[src/inc/ptp_sync_map.svh]
`ifndef PTP_SYNC_MAP_SVH
`define PTP_SYNC_MAP_SVH

// Register byte offsets.
`define REG_CTRL        8'h00
`define REG_LINK_DELAY  8'h04
`define REG_SSM_TX_EN   8'h08
`define REG_SSM_CAPABLE 8'h0C
`define REG_STATUS      8'h10
`define REG_QL_STATUS   8'h14
`define REG_RX_SSM      8'h18
`define REG_TC_COUNT    8'h1C
`define REG_SRC_BASE    8'h20
`define REG_SRC_LAST    8'h3C

// Control register fields.
`define CTRL_BC_MODE      0
`define CTRL_HOLD_NO_USE  1

// Source configuration fields.
`define SRC_QL_LSB  0
`define SRC_PRI_LSB 4
`define SRC_EN_BIT  8

// Quality codes, highest quality first.
`define QL_AUTO     4'h0
`define QL_G811     4'h1
`define QL_SSU_A    4'h2
`define QL_SSU_B    4'h3
`define QL_G813     4'h4
`define QL_PRS      4'h5
`define QL_ST2      4'h6
`define QL_TNC      4'h7
`define QL_ST3E     4'h8
`define QL_ST3      4'h9
`define QL_SMC      4'hA
`define QL_UNKNOWN  4'hB
`define QL_NO_USE   4'hC
`define QL_FAILURE  4'hD

// Reset values.
`define RST_SRC_CFG    9'h0BB
`define RST_SSM_TX_EN  8'hFF
`define RST_SSM_CAP    8'hFF
`define RST_LINK_DELAY 32'h0000_0000

// Multicast destination of generated PTP frames.
`define PTP_MCAST_MAC  48'h011B_1900_0000

// Timing: clock period and the per-cycle increment of the scaled time.
`define CLK_PERIOD_NS  8
`define TIME_INC       (64'(`CLK_PERIOD_NS) << 16)

`endif

[src/inc/ptp_sync_pkg.sv]
package ptp_sync_pkg;

  typedef logic [3:0] ql_t;

  typedef struct packed {
    logic [3:0]  msg_type;
    logic [1:0]  port;
    logic [63:0] ingress_ts;
    logic [63:0] correction;
  } ptp_desc_t;

  typedef struct packed {
    logic       valid;
    logic [2:0] port;
    ql_t        ql;
  } ssm_rx_t;

  typedef struct packed {
    logic       valid;
    logic       lost;
    logic [1:0] port;
    logic [7:0] clock_class;
  } announce_t;

endpackage : ptp_sync_pkg

[src/verilog/ptp_sync_source_select.sv]
// Summary of operation
// End-to-end transparent clock corrects event packets.
// Sync and Delay_Req get residency added.
// Residency covers radio link and processing.
// Transparent mode only forwards, no clock role.
// Boundary mode: four ports, one slave.
// Boundary mode terminates flow on slave port.
// Automatic master selection picks new grandmaster.
// Boundary frames use multicast Ethernet.
// Phase from PTP, frequency from SyncE.
// Fixed quality, failure on interface fault.
// Automatic quality from received SSMs.
// Node quality equals selected source quality.
// Node quality sent on radio interfaces.
// Best quality wins, priority breaks ties.
// Do-not-use sent toward active source.
// Quality ranking fixed, automatic highest.
// Failure not configurable; auto needs SSM.
// Optional do-not-use for holdover interfaces.
// Qualities, received SSMs, node quality readable.
// Operator gives PTP traffic top priority.
// Up to eight sources, one active.
// Correction is scaled ns, 64-bit add.
`include "ptp_sync_map.svh"
`timescale 1ns/1ps
`default_nettype none

module ptp_sync_source_select (
  input  wire logic                     REF_CLK,
  input  wire logic                     SRST,
  input  wire logic [7:0]               S_AXI_AWADDR,
  input  wire logic                     S_AXI_AWVALID,
  output logic                          S_AXI_AWREADY,
  input  wire logic [31:0]              S_AXI_WDATA,
  input  wire logic [3:0]               S_AXI_WSTRB,
  input  wire logic                     S_AXI_WVALID,
  output logic                          S_AXI_WREADY,
  output logic [1:0]                    S_AXI_BRESP,
  output logic                          S_AXI_BVALID,
  input  wire logic                     S_AXI_BREADY,
  input  wire logic [7:0]               S_AXI_ARADDR,
  input  wire logic                     S_AXI_ARVALID,
  output logic                          S_AXI_ARREADY,
  output logic [31:0]                   S_AXI_RDATA,
  output logic [1:0]                    S_AXI_RRESP,
  output logic                          S_AXI_RVALID,
  input  wire logic                     S_AXI_RREADY,
  input  wire logic [7:0]               SRC_FAULT,
  input  wire logic [7:0]               SRC_HOLDOVER,
  input  wire ptp_sync_pkg::ssm_rx_t    SSM_RX,
  output logic [7:0][3:0]               SSM_TX_QL,
  output logic [7:0]                    SSM_TX_EN,
  output logic [2:0]                    REF_SEL,
  output logic                          REF_VALID,
  input  wire logic                     PTP_IN_VALID,
  output logic                          PTP_IN_READY,
  input  wire ptp_sync_pkg::ptp_desc_t  PTP_IN,
  output logic                          PTP_OUT_VALID,
  input  wire logic                     PTP_OUT_READY,
  output ptp_sync_pkg::ptp_desc_t       PTP_OUT,
  output logic                          PTP_TERM_VALID,
  input  wire ptp_sync_pkg::announce_t  ANNOUNCE,
  output logic [3:0]                    BC_SLAVE_PORT,
  output logic [3:0]                    BC_MASTER_PORTS,
  output logic                          BC_MCAST_EN,
  output logic [47:0]                   BC_DEST_MAC
);

  logic [1:0]        ctrl_q;
  logic [31:0]       link_delay_q;
  logic [7:0]        ssm_tx_en_q;
  logic [7:0]        ssm_cap_q;
  logic [7:0][8:0]   src_cfg_q;
  logic [7:0][3:0]   rx_ssm_q;
  logic [7:0][3:0]   status_ql;
  logic [31:0]       tc_count_q;
  logic [63:0]       time_q;
  logic              bc_mode;
  logic              aw_q;
  logic              w_q;
  logic [7:0]        awaddr_q;
  logic [31:0]       wdata_q;
  logic [3:0]        wstrb_q;
  logic              do_write;
  logic [31:0]       wmerge;
  logic [2:0]        widx;
  logic              wsrc;
  logic              wmap;
  logic [31:0]       rdata_d;
  logic              rmap;
  logic              best_valid;
  logic [2:0]        best_idx;
  logic [3:0]        best_ql;
  logic [3:0]        best_pri;
  logic              active_valid_q;
  logic [2:0]        active_idx_q;
  logic [3:0]        node_ql_q;
  logic [3:0]        ann_valid_q;
  logic [3:0][7:0]   ann_class_q;
  logic              gm_valid;
  logic [1:0]        gm_port;
  logic              gm_valid_q;
  logic [1:0]        gm_port_q;
  logic              ptp_take;
  logic              is_event;
  logic [63:0]       residency;
  logic [63:0]       corr_d;

  assign bc_mode = ctrl_q[`CTRL_BC_MODE];

  // AXI4-Lite write path: address and data taken in either order.
  assign S_AXI_AWREADY = !aw_q && !S_AXI_BVALID;
  assign S_AXI_WREADY  = !w_q && !S_AXI_BVALID;
  assign do_write      = aw_q && w_q && !S_AXI_BVALID;
  assign widx          = 3'(awaddr_q[4:2]);
  assign wsrc          = awaddr_q >= `REG_SRC_BASE &&
                         awaddr_q <= `REG_SRC_LAST;

  always_ff @(posedge REF_CLK) begin
    if (SRST) begin
      aw_q     <= 1'b0;
      w_q      <= 1'b0;
      awaddr_q <= 8'h00;
      wdata_q  <= 32'h0000_0000;
      wstrb_q  <= 4'h0;
    end else begin
      if (S_AXI_AWVALID && S_AXI_AWREADY) begin
        aw_q     <= 1'b1;
        awaddr_q <= {S_AXI_AWADDR[7:2], 2'b00};
      end else if (do_write) begin
        aw_q <= 1'b0;
      end
      if (S_AXI_WVALID && S_AXI_WREADY) begin
        w_q     <= 1'b1;
        wdata_q <= S_AXI_WDATA;
        wstrb_q <= S_AXI_WSTRB;
      end else if (do_write) begin
        w_q <= 1'b0;
      end
    end
  end

  always_comb begin
    wmerge = 32'h0000_0000;
    case (awaddr_q)
      `REG_CTRL:        wmerge = {30'h0000_0000, ctrl_q};
      `REG_LINK_DELAY:  wmerge = link_delay_q;
      `REG_SSM_TX_EN:   wmerge = {24'h00_0000, ssm_tx_en_q};
      `REG_SSM_CAPABLE: wmerge = {24'h00_0000, ssm_cap_q};
      default:          wmerge = wsrc ? {23'h00_0000, src_cfg_q[widx]}
                                      : 32'h0000_0000;
    endcase
    for (int b = 0; b < 4; b++) begin
      if (wstrb_q[b]) begin
        wmerge[b*8 +: 8] = wdata_q[b*8 +: 8];
      end
    end
  end

  assign wmap = wsrc || awaddr_q == `REG_CTRL ||
                awaddr_q == `REG_LINK_DELAY ||
                awaddr_q == `REG_SSM_TX_EN ||
                awaddr_q == `REG_SSM_CAPABLE;

  always_ff @(posedge REF_CLK) begin
    if (SRST) begin
      S_AXI_BVALID <= 1'b0;
      S_AXI_BRESP  <= 2'b00;
    end else if (do_write) begin
      S_AXI_BVALID <= 1'b1;
      S_AXI_BRESP  <= wmap ? 2'b00 : 2'b10;
    end else if (S_AXI_BREADY) begin
      S_AXI_BVALID <= 1'b0;
    end
  end

  always_ff @(posedge REF_CLK) begin
    if (SRST) begin
      ctrl_q       <= 2'b00;
      link_delay_q <= `RST_LINK_DELAY;
      ssm_tx_en_q  <= `RST_SSM_TX_EN;
      ssm_cap_q    <= `RST_SSM_CAP;
    end else if (do_write) begin
      case (awaddr_q)
        `REG_CTRL:        ctrl_q       <= wmerge[1:0];
        `REG_LINK_DELAY:  link_delay_q <= wmerge;
        `REG_SSM_TX_EN:   ssm_tx_en_q  <= wmerge[7:0];
        `REG_SSM_CAPABLE: ssm_cap_q    <= wmerge[7:0];
        default: ;
      endcase
    end
  end

  // Per-source configuration, received SSM and quality status.
  generate
    for (genvar g = 0; g < 8; g++) begin : src
      logic [3:0] new_ql;
      logic       cfg_auto;
      assign new_ql   = wmerge[`SRC_QL_LSB +: 4];
      assign cfg_auto = src_cfg_q[g][`SRC_QL_LSB +: 4] == `QL_AUTO &&
                        ssm_cap_q[g];

      always_ff @(posedge REF_CLK) begin
        if (SRST) begin
          src_cfg_q[g] <= `RST_SRC_CFG;
        end else if (do_write && wsrc && widx == 3'(g)) begin
          src_cfg_q[g][8:4] <= wmerge[8:4];
          if (new_ql < `QL_FAILURE &&
              (new_ql != `QL_AUTO || ssm_cap_q[g])) begin
            src_cfg_q[g][`SRC_QL_LSB +: 4] <= new_ql;
          end
        end
      end

      always_ff @(posedge REF_CLK) begin
        if (SRST) begin
          rx_ssm_q[g] <= `QL_NO_USE;
        end else if (SSM_RX.valid && SSM_RX.port == 3'(g)) begin
          rx_ssm_q[g] <= SSM_RX.ql;
        end
      end

      always_comb begin
        if (SRC_FAULT[g]) begin
          status_ql[g] = `QL_FAILURE;
        end else if (SRC_HOLDOVER[g] && ctrl_q[`CTRL_HOLD_NO_USE]) begin
          status_ql[g] = `QL_NO_USE;
        end else if (cfg_auto) begin
          status_ql[g] = (rx_ssm_q[g] == `QL_AUTO ||
                          rx_ssm_q[g] > `QL_NO_USE) ? `QL_NO_USE
                                                 : rx_ssm_q[g];
        end else begin
          status_ql[g] = src_cfg_q[g][`SRC_QL_LSB +: 4];
        end
      end
    end
  endgenerate

  // Lower code ranks higher; larger priority wins a tie.
  always_comb begin
    best_valid = 1'b0;
    best_idx   = 3'h0;
    best_ql    = `QL_FAILURE;
    best_pri   = 4'h0;
    for (int i = 0; i < 8; i++) begin
      if (src_cfg_q[i][`SRC_EN_BIT] && status_ql[i] < `QL_NO_USE) begin
        if (!best_valid || status_ql[i] < best_ql ||
            (status_ql[i] == best_ql &&
             src_cfg_q[i][`SRC_PRI_LSB +: 4] > best_pri)) begin
          best_valid = 1'b1;
          best_idx   = 3'(i);
          best_ql    = status_ql[i];
          best_pri   = src_cfg_q[i][`SRC_PRI_LSB +: 4];
        end
      end
    end
  end

  always_ff @(posedge REF_CLK) begin
    if (SRST) begin
      active_valid_q <= 1'b0;
      active_idx_q   <= 3'h0;
      node_ql_q      <= `QL_FAILURE;
    end else begin
      active_valid_q <= best_valid;
      active_idx_q   <= best_idx;
      node_ql_q      <= best_ql;
    end
  end

  assign REF_SEL   = active_idx_q;
  assign REF_VALID = active_valid_q;
  assign SSM_TX_EN = ssm_tx_en_q;

  always_ff @(posedge REF_CLK) begin
    if (SRST) begin
      SSM_TX_QL <= {8{`QL_NO_USE}};
    end else begin
      for (int i = 0; i < 8; i++) begin
        if (active_valid_q && active_idx_q == 3'(i)) begin
          SSM_TX_QL[i] <= `QL_NO_USE;
        end else if (node_ql_q >= `QL_NO_USE) begin
          SSM_TX_QL[i] <= `QL_NO_USE;
        end else begin
          SSM_TX_QL[i] <= node_ql_q;
        end
      end
    end
  end

  // Boundary clock grandmaster election over four ports.
  always_ff @(posedge REF_CLK) begin
    if (SRST) begin
      ann_valid_q <= 4'h0;
      ann_class_q <= {4{8'hFF}};
    end else if (ANNOUNCE.valid) begin
      ann_valid_q[ANNOUNCE.port] <= !ANNOUNCE.lost;
      ann_class_q[ANNOUNCE.port] <= ANNOUNCE.clock_class;
    end
  end

  always_comb begin
    gm_valid = 1'b0;
    gm_port  = 2'h0;
    for (int p = 0; p < 4; p++) begin
      if (ann_valid_q[p] &&
          (!gm_valid || ann_class_q[p] < ann_class_q[gm_port])) begin
        gm_valid = 1'b1;
        gm_port  = 2'(p);
      end
    end
  end

  always_ff @(posedge REF_CLK) begin
    if (SRST) begin
      gm_valid_q      <= 1'b0;
      gm_port_q       <= 2'h0;
      BC_SLAVE_PORT   <= 4'h0;
      BC_MASTER_PORTS <= 4'h0;
    end else begin
      gm_valid_q <= gm_valid;
      gm_port_q  <= gm_port;
      if (bc_mode && gm_valid) begin
        BC_SLAVE_PORT   <= 4'h1 << gm_port;
        BC_MASTER_PORTS <= ~(4'h1 << gm_port);
      end else begin
        BC_SLAVE_PORT   <= 4'h0;
        BC_MASTER_PORTS <= 4'h0;
      end
    end
  end

  assign BC_MCAST_EN = bc_mode;
  assign BC_DEST_MAC = `PTP_MCAST_MAC;

  // Transparent clock datapath with free-running scaled time.
  always_ff @(posedge REF_CLK) begin
    if (SRST) begin
      time_q <= 64'h0000_0000_0000_0000;
    end else begin
      time_q <= time_q + `TIME_INC;
    end
  end

  assign PTP_IN_READY = !PTP_OUT_VALID || PTP_OUT_READY;
  assign ptp_take     = PTP_IN_VALID && PTP_IN_READY;
  assign is_event     = PTP_IN.msg_type < 4'h2;
  assign residency    = (time_q - PTP_IN.ingress_ts) +
                        64'(link_delay_q);
  assign corr_d       = PTP_IN.correction +
                        (is_event ? residency : 64'h0);

  always_ff @(posedge REF_CLK) begin
    if (SRST) begin
      PTP_OUT_VALID  <= 1'b0;
      PTP_OUT        <= '0;
      PTP_TERM_VALID <= 1'b0;
      tc_count_q     <= 32'h0000_0000;
    end else begin
      PTP_TERM_VALID <= 1'b0;
      if (ptp_take && bc_mode) begin
        PTP_OUT_VALID  <= 1'b0;
        PTP_OUT        <= PTP_IN;
        PTP_TERM_VALID <= gm_valid_q && PTP_IN.port == gm_port_q;
      end else if (ptp_take) begin
        PTP_OUT_VALID         <= 1'b1;
        PTP_OUT               <= PTP_IN;
        PTP_OUT.correction    <= corr_d;
        if (is_event) begin
          tc_count_q <= tc_count_q + 32'h0000_0001;
        end
      end else if (PTP_OUT_READY) begin
        PTP_OUT_VALID <= 1'b0;
      end
    end
  end

  // AXI4-Lite read path.
  assign S_AXI_ARREADY = !S_AXI_RVALID;
  assign rmap = S_AXI_ARADDR <= `REG_SRC_LAST;

  always_comb begin
    rdata_d = 32'h0000_0000;
    case ({S_AXI_ARADDR[7:2], 2'b00})
      `REG_CTRL:        rdata_d = {30'h0000_0000, ctrl_q};
      `REG_LINK_DELAY:  rdata_d = link_delay_q;
      `REG_SSM_TX_EN:   rdata_d = {24'h00_0000, ssm_tx_en_q};
      `REG_SSM_CAPABLE: rdata_d = {24'h00_0000, ssm_cap_q};
      `REG_STATUS:      rdata_d = {21'h00_0000, gm_valid_q, gm_port_q,
                                   active_valid_q, active_idx_q,
                                   node_ql_q};
      `REG_QL_STATUS:   rdata_d = status_ql;
      `REG_RX_SSM:      rdata_d = rx_ssm_q;
      `REG_TC_COUNT:    rdata_d = tc_count_q;
      default:          rdata_d = rmap ? {23'h00_0000,
                                          src_cfg_q[S_AXI_ARADDR[4:2]]}
                                       : 32'h0000_0000;
    endcase
  end

  always_ff @(posedge REF_CLK) begin
    if (SRST) begin
      S_AXI_RVALID <= 1'b0;
      S_AXI_RDATA  <= 32'h0000_0000;
      S_AXI_RRESP  <= 2'b00;
    end else if (S_AXI_ARVALID && S_AXI_ARREADY) begin
      S_AXI_RVALID <= 1'b1;
      S_AXI_RDATA  <= rdata_d;
      S_AXI_RRESP  <= rmap ? 2'b00 : 2'b10;
    end else if (S_AXI_RREADY) begin
      S_AXI_RVALID <= 1'b0;
    end
  end

endmodule : ptp_sync_source_select

`default_nettype wire
[config.mk]
export PLATFORM = sky130hd
export DESIGN_NAME = ptp_sync_source_select
export DESIGN_NICKNAME = d
export VERILOG_FILES = /design/src/inc/ptp_sync_pkg.sv /design/src/verilog/ptp_sync_source_select.sv
export VERILOG_INCLUDE_DIRS = /design/src /design/src/inc
export SDC_FILE = /design/constraint.sdc
export NUM_CORES = 2
export LEC_CHECK = 0
export BUFFER_PORTS_ARGS = -buffer_cell sky130_fd_sc_hd__buf_2
export CORE_ASPECT_RATIO = 1.4
export CORE_MARGIN = 3
export CORE_UTILIZATION = 60
export CTS_BUF_LIST = sky130_fd_sc_hd__clkbuf_2 sky130_fd_sc_hd__clkbuf_4 sky130_fd_sc_hd__clkbuf_8
export DETAILED_ROUTE_END_ITERATION = 8
export PLACE_DENSITY = 0.83
export SLEW_MARGIN = 30
export SYNTH_ARGS = -nofsm -noshare
export SYNTH_HDL_FRONTEND = slang
export SYNTH_SLANG_ARGS = --single-unit
[constraint.sdc]
create_clock -name REF_CLK -period 18.61 [get_ports REF_CLK]
set_clock_uncertainty 0.15 [all_clocks]
set_input_delay 1.861 -clock REF_CLK [delete_from_list [all_inputs] [get_ports REF_CLK]]
set_output_delay 1.861 -clock REF_CLK [all_outputs]
set_load 0.02 [all_outputs]
# Word level (Yosys, flattened, before mapping)
# Cells that the tools add are included.
# totals
register_bits,555
input_bits,231
# op_classes
addsub,5
n_lt_le_gt_ge,45
n_eq_ne,42
shift,1
muxes,133
bitwise_logic,3
reduce_logical,189
# ops
cell,n
134-bit two-way mux,2
32-bit one-hot mux with 8 select lines,1
4-bit two-way mux,61
32-bit one-hot mux with 4 select lines,1
1-bit logical AND,80
64-bit by 20-bit adder with 64-bit output (second input constant),1
64-bit by 32-bit adder with 64-bit output,1
64-bit adder,1
4-bit zero test,16
64-bit two-way mux,1
64-bit subtractor,1
8-bit two-way mux,7
9-bit binary-select mux with 3-bit select,2
1-bit logical OR,38
3-bit == test (second input constant),12
4-bit less-than comparator (second input constant),9
3-bit two-way mux,12
9-bit two-way mux,4
32-bit by 1-bit adder with 32-bit output (second input constant),1
8-bit binary-select mux with 2-bit select,2
32-bit bitwise mux,1
4-bit greater-than comparator (second input constant),8
1-bit two-way mux,32
4-bit == test,7
other kinds (33),117

# Logic depth before layout (Yosys ltp)
# logic_depth
depth_word,44
mapped_depth,72

# Worst setup path before layout
# Ideal clock, no wire load.
# synth_path
kind,input port to flip-flop
from,input port SRC_HOLDOVER[0]
to,register node_ql_q[2]
setup_time_ps,121
t_arrival_ps,12911
required_ps,18339
path_slack_ps,5429
cell_stages,70
path_cell_list,a21o_2 > nor2_1 > a22o_1 > and2_4 > buf_6 > nand2_1 > ha_1 > nor2b_1 > o21a_1 > o21a_1 > o21a_1 > o31a_2 > clkbuf_8 > a22oi_1 > ha_1 > nor2b_1 > o21a_1 > o21ai_0 > [34 not listed] > o21ai_0 > nand2b_1 > a21oi_1 > o221ai_1 > nand2_2 > clkbuf_8 > nor2_1 > a21o_1 > ha_1 > nor2b_1 > o21ai_0 > nand2b_1 > a21oi_1 > o22ai_1 > o21bai_1 > inv_1 > nor2_1 > a21oi_1
# synth_between
elab_chain_cells,41
elab_cells_between_ends,95
# synth_lines
element,line_no,text
from (decl),ptp_sync_source_select.sv:49,"input wire logic [7:0] SRC_HOLDOVER,"
1-bit logical AND (*),ptp_sync_source_select.sv:226,end else if (SRC_HOLDOVER[g] && ctrl_q[`CTRL_HOLD_NO_USE]) begin
4-bit two-way mux (*),ptp_sync_source_select.sv:226,
4-bit two-way mux (*),ptp_sync_source_select.sv:224,if (SRC_FAULT[g]) begin
4-bit less-than comparator (no source line),--,
1-bit logical AND (no source line),--,
4-bit two-way mux or 1-bit two-way mux (tied branches),ptp_sync_source_select.sv:246,if (src_cfg_q[i][`SRC_EN_BIT] && status_ql[i] < `QL_NO_USE) begin
"4-bit less-than comparator, or another cell as far along",ptp_sync_source_select.sv:247,if (!best_valid || status_ql[i] < best_ql ||
1-bit logical OR or 1-bit logical AND (tied branches),"ptp_sync_source_select.sv:247, ptp_sync_source_select.sv:248",
[25 not listed],--,
1-bit logical OR,ptp_sync_source_select.sv:247,
4-bit two-way mux or 1-bit two-way mux (tied branches),ptp_sync_source_select.sv:247,
4-bit two-way mux or 1-bit two-way mux (tied branches),ptp_sync_source_select.sv:246,
"4-bit less-than comparator, or another cell as far along",ptp_sync_source_select.sv:247,
1-bit logical OR or 1-bit logical AND (tied branches),"ptp_sync_source_select.sv:247, ptp_sync_source_select.sv:248",
1-bit logical OR,ptp_sync_source_select.sv:247,
4-bit two-way mux,ptp_sync_source_select.sv:247,
4-bit two-way mux (*),ptp_sync_source_select.sv:246,
to (signal assigned),ptp_sync_source_select.sv:263,node_ql_q <= `QL_FAILURE;
to (signal assigned),ptp_sync_source_select.sv:267,node_ql_q <= best_ql;
to (decl),ptp_sync_source_select.sv:97,logic [3:0] node_ql_q;
# Mark *: on every way between the ends. The rest lies on a longest branch, timed or not.
# A chain may end at the register's enable or synchronous reset.

# Worst setup path after layout
# layout_path
from,input port SRC_HOLDOVER[0]
to,register node_ql_q[3]
# Same word-level chain as after synthesis.

==> results_dict.tcl <==
set metrics [dict create \
    chipWidth_microns 208 \
    grt_pass1_vias 31700 \
    antenna_found_initial 5 \
    drv_cap 0 \
    postRouteAntennaNets 0 \
    ctsResizeCount 0 \
    setup_violations 0 \
    multi_input_area_sq_mm 0.0217 \
    core_area_sq_mm 0.0564 \
    cts_buffers 83 \
    grt.busiest_layer "met2" \
    grt_max_degree 214 \
    grt_overflow 0 \
    cts_hold_buf 0 \
    postCtsSetupBuffers 0 \
    path_clk_slew_ps 60 \
    rows 103 \
    cts_tree "yes" \
    r2r_start "src_cfg_q[3]$_SDFFE_PP1P_" \
    initial_core_util_pct 60.7 \
    regToRegSetupSlack_ps 5480 \
    via_per_inst 6.23 \
    cts_sinks 534 \
    nets 5120 \
    worstSetupStartpointType "input port" \
    ys_ff_latch 534 \
    final_cells 5427 \
    cp-startpoint "SRC_HOLDOVER[0]" \
    ir_drop_uv 74.7 \
    post-place-cells 5270 \
    synth_warnings 0 \
    worstSkewPairLatency_ps 740 \
    period_minus_slack_ps 13780 \
    clockBufferDepth 3 \
    syn2layout_area_growth_pct 12.7 \
    max_stage_delay_ps 480 \
    firstDrtPassIters 7 \
    gp_congestion 1.02 \
    crit_fanout 16 \
    use_met2_pct 66.0 \
    worst_ep_required_time_ps 19050 \
    seqCellArea_sq_mm 0.0107 \
    worstPathArrival_ps 14220 \
    grt_pass1_wl_microns 182000 \
    worstSetupPathType "in -> reg" \
    root_buffer "clkbuf_8" \
    drc 0 \
    drive_gt1_share_pct 16.4 \
    finalSetupTns_ps 0 \
    dieArea_sq_mm 0.0600 \
    port_buffers 457 \
    avgSynthCellArea_sq_um 7.98 \
    hpwl_microns 91600 \
    io_pins 510 \
    synth-main-ff-cell "dfxtp_1" \
    ys_async_sr_fraction_pct 0 \
    cp_slowest_cell "o21bai_2" \
    wirelength_microns 121000 \
    first_iter_violations 3587 \
    relSlewSlack_pct 31.1 \
    rsz0062_at_grt "false" \
    vias 33800 \
    ys_seq_area_share_pct 31.2 \
    nFillCells 4772 \
    die_h_microns 289 \
    cellLeakagePower_uw 0.0177 \
    routedWlPerCell_microns 22.4 \
    synth_edf_count 0 \
    grt_use_met1_pct 42.9 \
    max_freq_mhz 72.6 \
    gr-usage-met3_pct 6.40 \
    cts_max_level 3 \
    slew_viol_final 0 \
    tightest_slew_ps 1020 \
    fin_crit_sh_pct 74.0 \
    globalRouteTotalUtil_pct 38.5 \
    status "completed" \
    syn_area_sq_mm 0.0342 \
    hold_class "reg -> reg" \
    ys_types 94 \
    cp-end-kind "flip-flop" \
    synth_cells 4289 \
    powerDensity_mw_per_mm2 72.6 \
    hold_start "PTP_OUT[114]$_SDFFE_PP0P_" \
    final_hold_viol_count 0 \
]
cells by family (layout without fill, tap and decap cells):
group	after synthesis	in the layout	share of synthesized area, %
and+or+nand+nor	1512	1512	19.6
xor gates and xnor gates	164	164	4.19
other	2	54	0.0219
muxes	195	195	7.29
AOI/OAI and AO/OA	1126	1126	21.4
buffers and inverters	487	838	6.06
DFF	534	534	31.2
adders and majority gates	269	269	10.2
sequential cells by signal (all words and copies together), names as in the netlist, 6 cells and up:
signal        count
rx_ssm_q         32
S_AXI_RDATA      32
src_cfg_q        72
ann_class_q      32
ssm_cap_q         8
link_delay_q     32
wdata_q          32
tc_count_q       32
PTP_OUT         134
awaddr_q          6
time_q           45
SSM_TX_EN         8
SSM_TX_QL        32
critical path: cells and delay by family:
family          cells  cell delay (ps)
compound gates     30             5960
fa+ha+maj           7             1900
buf+inv             6              670
mux                 4             1380
simple gates       20             2420
layer usage:
metal | share of wire [%] | vias to the layer above
li1 | - | 15800
met2 | 47 | 1709
met1 | 36 | 15800
met5 | 0 | -
met3 | 8.1 | 472
met4 | 8.8 | 0
stage by stage:
stage	worst slack [ps]	hold slack [ps]	power (uW)	util, %	cell area (sq um)
2_1_floorplan	5430	280	1510	-	34400
3_3_place_gp	4000	288	1650	64.8	36600
3_5_place_dp	3870	293	1660	64.9	36600
4_1_cts	4590	302	2800	68.3	38600
5_1_grt	3750	318	2900	68.4	38600
6_report	4830	298	2800	68.4	38600
Yosys cell counts, drive strengths merged (43+ instances only):
master  count  share of area [%]
a21o      110                2.4
a21oi     369                5.4
buf        73                1.4
clkbuf    215                2.4
dfxtp     534                 31
ha        254                9.3
inv       198                2.2
mux2i     122                3.6
nand2     644                7.1
nand2b     55                1.0
nand3     123                1.8
nor2      393                4.3
nor3       72                1.1
o211ai     83                1.8
o21ai     181                2.7
o21bai     43               0.94
xnor2      90                2.3
xor2       74                1.9
cell usage in the layout (no fill, tap or decap), types with 83 or more instances in the layout:
cell,Yosys,layout
nand2_1,643,642
nor2_1,393,388
a21oi_1,369,369
buf_2,6,456
clkbuf_8,3,108
o211ai_1,83,83
a21o_1,109,109
mux2i_1,122,119
o21ai_0,174,174
xnor2_1,90,90
dfxtp_1,534,533
ha_1,254,254
inv_1,198,197
nand3_1,123,123
path summary, 6_finish.rpt:
| check | to | depth (start not counted) |
|---|---|---|
| hold reg to reg | PTP_OUT[114]$_SDFFE_PP0P_ | 2 |
| setup reg to reg | node_ql_q[3]$_SDFF_PP1_ | 66 |
| hold / removal | PTP_OUT[114]$_SDFFE_PP0P_ | 2 |
| setup / recovery | node_ql_q[3]$_SDFF_PP1_ | 67 |
final cells by class:
| type | instances | share of cell area [%] |
|---|---|---|
| multi-input cells | 3316 | 56.3 |
| flip-flops and latches | 534 | 27.7 |
| repair buffers | 487 | 6.59 |
| clock buffers | 125 | 4.18 |
| well taps | 735 | 2.38 |
| inverters | 198 | 1.93 |
| clock inverters | 28 | 0.888 |
| diodes | 4 | 0.0259 |
report_power, final:
part	switching, uW	internal [uW]	total, uW
Clock	522	637	1160
Combinational	291	147	438
Sequential	26.7	1180	1210
Total	839	1960	2800
Note: power is estimated with default switching activity, not from simulation.
